File: src/rtl/cca_regs.svh
`ifndef CCA_REGS_SVH
`define CCA_REGS_SVH

// Register byte offsets on the APB window.
`define CCA_OFS_CTRL     8'h00
`define CCA_OFS_CLEAR    8'h04
`define CCA_OFS_THRESH0  8'h08
`define CCA_OFS_THRESH1  8'h0C
`define CCA_OFS_ACCUM0   8'h10
`define CCA_OFS_ACCUM1   8'h14
`define CCA_OFS_STATUS   8'h18

// Control register fields: enable bit per port, action field per port.
`define CCA_CTRL_EN_LSB   0
`define CCA_CTRL_ACT_LSB  4
`define CCA_ACT_W         2

// Status register field positions, two bits each (one per port).
`define CCA_ST_FLAG_LSB   0
`define CCA_ST_ACTIVE_LSB 2
`define CCA_ST_PIN_LSB    4
`define CCA_ST_SW_LSB     6
`define CCA_ST_SLEEP_LSB  8

// Reset values.
`define CCA_RST_ACTION    2'h1
`define CCA_RST_ENABLE    1'h0
`define CCA_RST_THRESH    32'hFFFFFFFF

`endif

File: src/rtl/cca_pkg.sv
package cca_pkg;

    // Action taken when a port reaches its charge cap.
    typedef enum logic [1:0] {
        CCA_ACT_REPORT = 2'h0,
        CCA_ACT_DISC   = 2'h1,
        CCA_ACT_SLEEP  = 2'h2,
        CCA_ACT_IGNORE = 2'h3
    } cca_action_t;

    // Power state of one port as seen by the cap logic.
    typedef enum logic [1:0] {
        CCA_PS_IDLE,
        CCA_PS_ACTIVE,
        CCA_PS_SLEEP
    } cca_pstate_t;

    // Registered per-port outputs towards the rest of the switch.
    typedef struct packed {
        logic switch_closed;
        logic monitor_en;
        logic alert_drive;
        logic state_active;
        logic state_sleep;
    } cca_port_out_t;

endpackage : cca_pkg

File: src/rtl/cca_accum.sv
`timescale 1ns/1ps
`default_nettype none

// Per-port charge accumulator with threshold compare.
module cca_accum
    import cca_pkg::*;
#(
    parameter int ACC_W    = 32,
    parameter int SAMPLE_W = 16
) (
    input  wire logic                clock,
    input  wire logic                reset,
    input  wire logic                clk_en,
    input  wire logic                run,
    input  wire logic                clear,
    input  wire logic                sample_valid,
    input  wire logic [SAMPLE_W-1:0] sample,
    input  wire logic [ACC_W-1:0]    threshold,
    output var  logic [ACC_W-1:0]    acc_reg,
    output logic                     at_threshold
);

    logic [ACC_W:0]   sum_wide;
    logic [ACC_W-1:0] acc_next;

    // Saturating sum so a long session never wraps below the threshold.
    always_comb begin
        sum_wide = {1'b0, acc_reg} + {{(ACC_W + 1 - SAMPLE_W){1'b0}}, sample};
        acc_next = sum_wide[ACC_W] ? {ACC_W{1'b1}} : sum_wide[ACC_W-1:0];
    end

    // A clear wins over a sample in the same cycle; the sample is dropped.
    always_ff @(posedge clock) begin
        if (reset) begin
            acc_reg <= '0;
        end else if (clk_en) begin
            if (clear) begin
                acc_reg <= '0;
            end else if (run && sample_valid) begin
                acc_reg <= acc_next;
            end
        end
    end

    assign at_threshold = (acc_reg >= threshold);

endmodule : cca_accum

`default_nettype wire

File: src/rtl/cca_ctrl.sv
`timescale 1ns/1ps
`default_nettype none

`include "cca_regs.svh"

module cca_ctrl
    import cca_pkg::*;
#(
    parameter int NPORT    = 2,
    parameter int ACC_W    = 32,
    parameter int SAMPLE_W = 16
) (
    input  wire logic                           clock,
    input  wire logic                           reset,
    input  wire logic                           clk_en,
    input  wire logic                           psel,
    input  wire logic                           penable,
    input  wire logic                           pwrite,
    input  wire logic [7:0]                     paddr,
    input  wire logic [31:0]                    pwdata,
    output var  logic [31:0]                    prdata,
    output logic                                pready,
    output var  logic                           pslverr,
    input  wire logic [NPORT-1:0]               port_power_request,
    input  wire logic [NPORT-1:0]               charge_valid,
    input  wire logic [NPORT-1:0][SAMPLE_W-1:0] charge_amount,
    input  wire logic [NPORT-1:0]               alert_n_in,
    output logic      [NPORT-1:0]               alert_n_out,
    output logic      [NPORT-1:0]               alert_n_oe,
    output var  cca_port_out_t [NPORT-1:0]      port_out
);

    // Software-visible settings.
    logic        [NPORT-1:0]            charge_cap_enable_reg;
    cca_action_t [NPORT-1:0]            charge_cap_action_select_reg;
    logic        [NPORT-1:0][ACC_W-1:0] thresh_reg;
    logic        [NPORT-1:0]            clear_pulse;

    // Per-port state.
    logic        [NPORT-1:0]            charge_cap_flag_reg;
    cca_pstate_t [NPORT-1:0]            pstate_reg;
    logic        [NPORT-1:0][ACC_W-1:0] acc;
    logic        [NPORT-1:0]            at_thr;
    logic        [NPORT-1:0]            cross_evt;
    logic        [NPORT-1:0]            cap_clear;

    // APB slave bookkeeping.
    logic        armed_reg;
    logic        wr_en;
    logic        rd_hit;
    logic [31:0] rd_mux;
    logic [31:0] status_word;

    // Access is accepted only in an access phase whose data was staged.
    assign pready = clk_en && penable && armed_reg;
    assign wr_en  = psel && penable && pwrite && pready;

    // Read data is staged in the setup cycle so prdata comes from a flop.
    always_ff @(posedge clock) begin
        if (reset) begin
            prdata    <= 32'h00000000;
            pslverr   <= 1'b0;
            armed_reg <= 1'b0;
        end else if (clk_en) begin
            if (psel && !penable) begin
                prdata    <= pwrite ? 32'h00000000 : rd_mux;
                pslverr   <= !rd_hit;
                armed_reg <= 1'b1;
            end else if (psel && penable && armed_reg) begin
                armed_reg <= 1'b0;
            end
        end
    end

    // Status word gathers flags, state and the sensed alert pin levels.
    always_comb begin
        status_word = 32'h00000000;
        for (int p = 0; p < NPORT; p++) begin
            status_word[`CCA_ST_FLAG_LSB + p]   = charge_cap_flag_reg[p];
            status_word[`CCA_ST_ACTIVE_LSB + p] =
                (pstate_reg[p] == CCA_PS_ACTIVE);
            status_word[`CCA_ST_PIN_LSB + p]    = alert_n_in[p];
            status_word[`CCA_ST_SW_LSB + p]     = port_out[p].switch_closed;
            status_word[`CCA_ST_SLEEP_LSB + p]  =
                (pstate_reg[p] == CCA_PS_SLEEP);
        end
    end

    // Read decode; unmapped addresses answer zero with an error.
    always_comb begin
        rd_mux = 32'h00000000;
        rd_hit = 1'b1;
        case (paddr)
            `CCA_OFS_CTRL: begin
                for (int p = 0; p < NPORT; p++) begin
                    rd_mux[`CCA_CTRL_EN_LSB + p] = charge_cap_enable_reg[p];
                    rd_mux[`CCA_CTRL_ACT_LSB + `CCA_ACT_W*p +: `CCA_ACT_W] =
                        charge_cap_action_select_reg[p];
                end
            end
            `CCA_OFS_CLEAR:   rd_mux = 32'h00000000;
            `CCA_OFS_THRESH0: rd_mux[ACC_W-1:0] = thresh_reg[0];
            `CCA_OFS_THRESH1: rd_mux[ACC_W-1:0] = thresh_reg[1];
            `CCA_OFS_ACCUM0:  rd_mux[ACC_W-1:0] = acc[0];
            `CCA_OFS_ACCUM1:  rd_mux[ACC_W-1:0] = acc[1];
            `CCA_OFS_STATUS:  rd_mux = status_word;
            default:          rd_hit = 1'b0;
        endcase
    end

    // Control writes; an action write touches nothing else.
    always_ff @(posedge clock) begin
        if (reset) begin
            charge_cap_enable_reg <= {NPORT{`CCA_RST_ENABLE}};
            for (int p = 0; p < NPORT; p++) begin
                charge_cap_action_select_reg[p] <=
                    cca_action_t'(`CCA_RST_ACTION);
            end
        end else if (wr_en && paddr == `CCA_OFS_CTRL) begin
            for (int p = 0; p < NPORT; p++) begin
                charge_cap_enable_reg[p] <= pwdata[`CCA_CTRL_EN_LSB + p];
                charge_cap_action_select_reg[p] <= cca_action_t'(
                    pwdata[`CCA_CTRL_ACT_LSB + `CCA_ACT_W*p +: `CCA_ACT_W]);
            end
        end
    end

    // Threshold writes.
    always_ff @(posedge clock) begin
        if (reset) begin
            for (int p = 0; p < NPORT; p++) begin
                thresh_reg[p] <= `CCA_RST_THRESH;
            end
        end else if (wr_en) begin
            if (paddr == `CCA_OFS_THRESH0) begin
                thresh_reg[0] <= pwdata[ACC_W-1:0];
            end
            if (paddr == `CCA_OFS_THRESH1) begin
                thresh_reg[1] <= pwdata[ACC_W-1:0];
            end
        end
    end

    // The clear register is write-one, self-clearing, and reads zero.
    always_comb begin
        for (int p = 0; p < NPORT; p++) begin
            clear_pulse[p] = wr_en && (paddr == `CCA_OFS_CLEAR) && pwdata[p];
        end
    end

    genvar gp;
    generate
        for (gp = 0; gp < NPORT; gp++) begin : g_port
            cca_action_t   act;
            logic          cut_switch;
            cca_port_out_t out_next;

            assign act = charge_cap_action_select_reg[gp];

            // Enable low acts as a held clear, so nothing accumulates.
            assign cap_clear[gp] = clear_pulse[gp] ||
                                   !charge_cap_enable_reg[gp];

            // Charge is counted only in the Active state.
            cca_accum #(
                .ACC_W    (ACC_W),
                .SAMPLE_W (SAMPLE_W)
            ) u_accum (
                .clock        (clock),
                .reset        (reset),
                .clk_en       (clk_en),
                .run          (pstate_reg[gp] == CCA_PS_ACTIVE),
                .clear        (cap_clear[gp]),
                .sample_valid (charge_valid[gp]),
                .sample       (charge_amount[gp]),
                .threshold    (thresh_reg[gp]),
                .acc_reg      (acc[gp]),
                .at_threshold (at_thr[gp])
            );

            // A crossing counts only while enabled and Active.
            assign cross_evt[gp] = charge_cap_enable_reg[gp] &&
                                   (pstate_reg[gp] == CCA_PS_ACTIVE) &&
                                   at_thr[gp] &&
                                   !charge_cap_flag_reg[gp];

            // Flag: a crossing in the clearing cycle wins over the clear.
            always_ff @(posedge clock) begin
                if (reset) begin
                    charge_cap_flag_reg[gp] <= 1'b0;
                end else if (clk_en) begin
                    if (cross_evt[gp]) begin
                        charge_cap_flag_reg[gp] <= 1'b1;
                    end else if (cap_clear[gp]) begin
                        charge_cap_flag_reg[gp] <= 1'b0;
                    end
                end
            end

            // Power state follows the request unless the sleep action
            // holds it; clearing the flag or leaving that action
            // re-samples the request on the next edge.
            always_ff @(posedge clock) begin
                if (reset) begin
                    pstate_reg[gp] <= CCA_PS_IDLE;
                end else if (clk_en) begin
                    if (charge_cap_flag_reg[gp] && act == CCA_ACT_SLEEP) begin
                        pstate_reg[gp] <= CCA_PS_SLEEP;
                    end else if (port_power_request[gp]) begin
                        pstate_reg[gp] <= CCA_PS_ACTIVE;
                    end else begin
                        pstate_reg[gp] <= CCA_PS_IDLE;
                    end
                end
            end

            // Output decode is stateless in the action, so a new action
            // after the threshold takes effect on the next edge.
            assign cut_switch = charge_cap_flag_reg[gp] &&
                                (act == CCA_ACT_DISC ||
                                 act == CCA_ACT_SLEEP);

            always_comb begin
                out_next.switch_closed = (pstate_reg[gp] == CCA_PS_ACTIVE)
                                         && !cut_switch;
                out_next.monitor_en    = (pstate_reg[gp] != CCA_PS_SLEEP);
                out_next.alert_drive   = charge_cap_flag_reg[gp] &&
                                         (act == CCA_ACT_REPORT ||
                                          act == CCA_ACT_DISC);
                out_next.state_active  = (pstate_reg[gp] == CCA_PS_ACTIVE);
                out_next.state_sleep   = (pstate_reg[gp] == CCA_PS_SLEEP);
            end

            // Registered outputs; switch opens one edge before the Sleep
            // state shows, giving the required order; the sleep action leaves the alert released.
            always_ff @(posedge clock) begin
                if (reset) begin
                    port_out[gp] <= '0;
                end else if (clk_en) begin
                    port_out[gp] <= out_next;
                end
            end

            // Open-drain alert: only ever pulls low.
            assign alert_n_out[gp] = 1'b0;
            assign alert_n_oe[gp]  = port_out[gp].alert_drive;

            AST_CROSS_ACTIVE: assert property (@(posedge clock)
                disable iff (reset)
                $rose(charge_cap_flag_reg[gp]) |->
                    $past(pstate_reg[gp] == CCA_PS_ACTIVE))
                else $error("Cap flag rose outside Active state.");

            AST_NORMAL_BEFORE: assert property (@(posedge clock)
                disable iff (reset)
                (clk_en && !charge_cap_flag_reg[gp] &&
                 pstate_reg[gp] == CCA_PS_ACTIVE) |=>
                    port_out[gp].switch_closed)
                else $error("Switch open before threshold.");

            AST_DISC_OPEN: assert property (@(posedge clock)
                disable iff (reset)
                (clk_en && cut_switch) |=>
                    !port_out[gp].switch_closed)
                else $error("Switch closed under disconnect action.");

            AST_ALERT_ON: assert property (@(posedge clock)
                disable iff (reset)
                (clk_en && charge_cap_flag_reg[gp] &&
                 (act == CCA_ACT_REPORT || act == CCA_ACT_DISC)) |=>
                    alert_n_oe[gp])
                else $error("Alert not driven after threshold.");

            AST_ALERT_OFF: assert property (@(posedge clock)
                disable iff (reset)
                (clk_en && !charge_cap_flag_reg[gp]) |=>
                    !alert_n_oe[gp])
                else $error("Alert driven without cap flag.");

            AST_SLEEP_HOLD: assert property (@(posedge clock)
                disable iff (reset)
                (clk_en && charge_cap_flag_reg[gp] &&
                 act == CCA_ACT_SLEEP && $changed(port_power_request[gp]))
                |=> pstate_reg[gp] == CCA_PS_SLEEP)
                else $error("Request toggled state while capped asleep.");

            AST_MON_OFF: assert property (@(posedge clock)
                disable iff (reset)
                (clk_en && pstate_reg[gp] == CCA_PS_SLEEP) |=>
                    !port_out[gp].monitor_en)
                else $error("Monitoring active in Sleep.");

            // Sleep may only show once the switch has already opened.
            AST_SLEEP_ORDER: assert property (@(posedge clock)
                disable iff (reset)
                $rose(port_out[gp].state_sleep) |->
                    $past(!port_out[gp].switch_closed))
                else $error("Sleep shown before switch opened.");

            AST_CLEAR_ZERO: assert property (@(posedge clock)
                disable iff (reset)
                (clk_en && cap_clear[gp] && !cross_evt[gp]) |=>
                    (acc[gp] == '0) && !charge_cap_flag_reg[gp])
                else $error("Clear left charge or flag set.");

            AST_REQ_FOLLOW: assert property (@(posedge clock)
                disable iff (reset)
                (clk_en && !charge_cap_flag_reg[gp] &&
                 port_power_request[gp]) |=>
                    pstate_reg[gp] == CCA_PS_ACTIVE)
                else $error("Request not followed when uncapped.");

            AST_FLAG_SET: assert property (@(posedge clock)
                disable iff (reset)
                (clk_en && cross_evt[gp]) |=>
                    charge_cap_flag_reg[gp])
                else $error("Crossing did not set cap flag.");
        end
    endgenerate

endmodule : cca_ctrl

`default_nettype wire

File: config.mk
export PLATFORM = sky130hd
export DESIGN_NAME = cca_ctrl
export DESIGN_NICKNAME = d
export VERILOG_FILES = /design/src/rtl/cca_pkg.sv /design/src/rtl/cca_accum.sv /design/src/rtl/cca_ctrl.sv
export VERILOG_INCLUDE_DIRS = /design/src /design/src/rtl
export SDC_FILE = /design/constraint.sdc
export NUM_CORES = 1
export LEC_CHECK = 0
export ABC_AREA = 1
export BUFFER_PORTS_ARGS = -buffer_cell sky130_fd_sc_hd__buf_2
export CAP_MARGIN = 0
export CORE_AREA = 3 3 157 159
export CTS_CLUSTER_DIAMETER = 60
export DETAILED_ROUTE_END_ITERATION = 10
export DIE_AREA = 0 0 160 162
export PLACE_DENSITY_LB_ADDON = 0.08
export SKIP_CTS_REPAIR_TIMING = 1
export SYNTH_ARGS = -nofsm -noshare
export SYNTH_HDL_FRONTEND = slang
export SYNTH_SLANG_ARGS = --single-unit
File: constraint.sdc
create_clock -name clock -period 2.44 [get_ports clock]
set_input_delay 0.244 -clock clock [delete_from_list [all_inputs] [get_ports clock]]
set_output_delay 0.244 -clock clock [all_outputs]
set_load 0.05 [all_outputs]
* After elaboration in Yosys (flattened, before gate mapping)
Index checks and enable logic that the tools add are counted.
** Cells by class
- $add $sub $neg :: 2
- $mul :: 0
- Divide/modulo/power cells :: 0
- $lt $le $gt $ge :: 2
- Eq/ne operators :: 16
- Shift operators :: 0
- Muxes and demuxes :: 22
- Bitwise gates (word level) :: 0
- Reductions and logical operators :: 58
** Operator list (number)
- 2-to-1 mux 32 bit :: 7
- case mux 24 bit (5 select lines) :: 1
- adder 32 x 16 -> 33 bit :: 2
- greater-or-equal comparator 32 bit :: 2
- logical AND 1 bit :: 27
- == test 8 x 5 -> 1 bit (second input constant) :: 3
- case mux 4 bit (6 select lines) :: 1
- == test 8 x 4 -> 1 bit (second input constant) :: 2
- AND reduction 2 bit :: 8
- case mux 2 bit (6 select lines) :: 1
- case mux 2 bit (5 select lines) :: 1
- nonzero test 2 bit :: 5
- 2-to-1 mux 1 bit :: 9
- == test 2 x 1 -> 1 bit (second input constant) :: 4
- == test 2 bit (second input constant) :: 4
- == test 8 x 3 -> 1 bit (second input constant) :: 1
- zero test 1 bit :: 8
- zero test 8 bit :: 1
- OR reduction 7 bit :: 1
- logical OR 1 bit :: 6
- zero test 2 bit :: 2
- 2-to-1 mux 2 bit :: 2
- != test 2 bit (second input constant) :: 2
** Storage, ports and cells
- Bits in registers :: 184
- Latch bits :: 0
- RAM bits :: 0
- Memory bits (read-only) :: 0
- Output and inout bits :: 48
- Logic and storage cells :: 124
- Memories :: 0

* Logic depth before layout (Yosys ltp)
- Word-level depth :: 8
- Mapped depth :: 14
- Gate-level depth less buffers :: 14

* Modules after synthesis
A second synthesis with hierarchy kept.
** Unflattened totals
- Cells, all modules :: 2136
- Area total of the unflattened synthesis :: 13495.4 um^2
** By module, submodules not included
- cca_ctrl :: instances 1, cells an instance 899, area each 5903.2 um^2
- cca_accum at g_port[1].u_accum :: instances 1, cells an instance 620, area each 3798.6 um^2
- cca_accum at g_port[0].u_accum :: instances 1, cells an instance 617, area each 3793.6 um^2

* Worst setup path before layout
No wires, ideal clock.
- Kind :: register to register
- Start point :: register g_port[1].u_accum.acc_reg[0]
- End point :: register g_port[1].u_accum.acc_reg[10]
- Arrival :: 1840 ps
- Setup slack :: 461 ps
- Stages on the path, launching flop included :: 14
- Period minus slack after synthesis :: 1979 ps
- Cells stage by stage :: dfxtp_1 ha_1 fa_1 nand2_2 a21oi_2 nand2_1 nand2_2 nand3_2 nand2_2 nand3_4 clkinv_2 buf_6 o21ai_2 a21oi_2
** On the way
- Longest elaborated chain between the ends :: 4
** Ends and longest elaborated chain
- from (decl) :: line cca_accum.sv:19 : output var logic [ACC_W-1:0] acc_reg,
- from (signal assigned) :: line cca_accum.sv:40 : acc_reg <= acc_next;
- adder 32 x 16 -> 33 bit :: line cca_accum.sv:28 : sum_wide = {1'b0, acc_reg} + {{(ACC_W + 1 - SAMPLE_W){1'b0}}, sample};
- 2-to-1 mux 32 bit :: line cca_accum.sv:29 : acc_next = sum_wide[ACC_W] ? {ACC_W{1'b1}} : sum_wide[ACC_W-1:0];
- 2-to-1 mux 32 bit :: line cca_accum.sv:39 : end else if (run && sample_valid) begin
- 2-to-1 mux 32 bit :: line cca_accum.sv:37 : if (clear) begin
No other way between the ends. The select of a mux whose other input is x is not followed.
A chain may end at the register's enable or synchronous reset.

* Worst setup path in the final report
- Start point :: register g_port[1].u_accum.acc_reg[0]
- End point :: register g_port[1].u_accum.acc_reg[2]
The elaborated chain is that of the path after synthesis.

==> results.yml <==
synthesis:
  syn_inst: 1953
  ys_top_cells_by_area: "dfxtp_1, nand2_1, ha_1"
  yosysMostFrequentCell: "nand2_1"
  avgSynthCellArea_sq_um: 6.525
  synthDominantCellAreaShare_pct: 28.91
  synth_edf_count: 0
  yosys-top-cells-count: "nand2_1, inv_1, dfxtp_1, a21oi_1, nor2_1"
  synth-seq-cells: 184
  synthesis.area_sq_um: 12740
  ys_seq_area_share_pct: 28.91
  ys_dominant_reg_cell: "dfxtp_1"
  async_flop_share_pct: 0
  synth.largest_area_cell: "dfxtp_1"
  synth_cell_types: 49
  yosysWarningCount: 0
sta:
  fin_ws_ns: 0.2095
  timing.hold.ws_ns: 0.03684
  fin_crit_sh_pct: 91.42
  fin_skew_ns: 0.01675
  grt_setup_unrepaired: "false"
  setup_viol: 0
  finalSetupTns_ns: 0
  hold_viol: 0
  max_slew_margin_pct: 53.13
  maxClockFrequency_ghz: 0.4483
  max_slew.worst_pin.slew_ns: 0.7020
  min_period_ns: 2.231
  slew_violations: 0
global_route:
  grt_max_degree: 106
  grt_pass1_wl_um: 60870
  grt_pass1_vias: 11880
  gr-usage-all-layers_pct: 28.96
  overflow: 0
  antenna_found_initial: 0
floorplan:
  die_h_um: 162
  dieArea_sq_um: 25920
  start_util_pct: 54.45
  coreArea_sq_um: 23400
  row_count: 56
  io_pins: 132
  die_width_um: 160
finish:
  final_design_area_no_fill_sq_um: 14390
  num-nets-final: 2263
  antenna_cells: 0
  fillCellCount: 2362
  drive_above_1_share_pct: 14.27
  syn_to_final_growth_pct: 12.93
setup_path:
  path_class: "register to register"
  cp_num_buf_inv: 1
  critPathMostFrequentCell: "nand2_2"
  path_max_fanout: 15
  reg2reg_slack_ns: 0.21
  critPathSlowestCell: "fa_1"
  path_delay_family: "adder cells"
  critPathArrivalTime_ns: 2.55
  path_cells: "ha_1 > fa_1 > nand2_2 > a21oi_2 > nand2_1 > nand2_2 > nand3_2 > nand2_2 > nand3_4 > clkinv_2 > o21ai_0 > a21oi_1"
  required_ns: 2.76
  worstSetupEndpointType: "register"
  cpPeakStageDelay_ns: 0.41
  crit_path_start_kind: "register"
clock_network:
  cts_buffers: 17
  cts_tree: "yes"
  clk_latency_ns: 0.45
  cts.sinks: 184
  cts_htree_levels: 4
  clockBufferDepth: 2
  clockRootBuffer: "clkbuf_16"
  path_clk_slew_ns: 0.09
placement:
  place_area_sq_um: 13820
  numPortBuffers: 129
  dpl.hpwl_um: 29270
  gp_congestion: 0.9242
  place_ws_ns: 0.1832
detailed_routing:
  drtAntennaViolNets: 0
  first_pass_iters: 5
  drcViolationCount: 0
  viasPerCell: 5.354
  vias: 12890
  drt_iter0_drc: 904
  totalWireLength_um: 37920
  wl_per_cell_um: 15.75
flow_run:
  maxCapViolations: 0
power_and_ir_drop:
  p_per_area_nw_per_um2: 431.0
  leakage_nw: 7.254
  peakVddDrop_mv: 0.3709
status:
  status: "completed"
min_path:
  hp-class: "primary input to register"
metal layers:
layer	global-route usage [%]	vias up	wire, um
met2	45.67	393	16900
met3	4.157	46	2661
met1	41.45	5874	17640
met4	8.166	0	712
met5	0	-	0
li1	-	6574	-
placed cells by master, fill, tap and decap left out, drive strengths merged, types with 24 or more instances in the layout:
cell type / n
nor2: 132
nand2: 665
ha: 102
o21ai: 118
dfxtp: 184
a21oi: 183
nand3: 74
o211ai: 71
xor2: 24
inv: 259
buf: 173
worst min-delay path, stage by stage:
cell and delay (ns):
buf_2 0.09, nand2_1 0.05, o211ai_1 0.07
power breakdown:
group / internal, mW / switching [mW]
registers: 3.01 / 0.00671
clock network: 1.38 / 1.38
logic: 0.128 / 0.294
per-stage QoR:
stage,instances,total power [mW],utilization (%)
finish,2407,6.203,61.49
global route,2407,6.381,61.49
CTS,2407,6.217,61.49
detailed placement,2375,3.506,59.06
global placement,2375,3.507,59.06
floorplan,1954,3.335,-
cells by family after synthesis:
| kind of cell | after synthesis | share of synthesized area [%] |
|---|---|---|
| AOI/OAI and AO/OA | 394 | 18.74 |
| and+or+nand+nor | 922 | 29.77 |
| xor gates and xnor gates | 26 | 1.787 |
| DFF | 184 | 28.91 |
| other | 1 | 0.02943 |
| buffers and inverters | 322 | 10.44 |
| adders and majority gates | 104 | 10.33 |
worst paths after layout:
path,start,endpoint,cells past startpoint
hold reg to reg,prdata[20],prdata[20],2
setup reg to reg,g_port[1].u_accum.acc_reg[0],g_port[1].u_accum.acc_reg[2],12
hold / removal,pwdata[29],thresh_reg[61],3
setup / recovery,g_port[1].u_accum.acc_reg[0],g_port[1].u_accum.acc_reg[2],12
area by class of cell:
type	instances	area (sq um)	area share, %
multi-input cells	1448	7751	53.86
flip-flops and latches	184	3684	25.60
repair buffers	173	1041	7.234
inverters	251	945.9	6.573
clock buffers	18	439.2	3.052
well taps	319	399.1	2.773
clock inverters	14	131.4	0.9129
No activity file was read; power rests on OpenSTA's default activity.
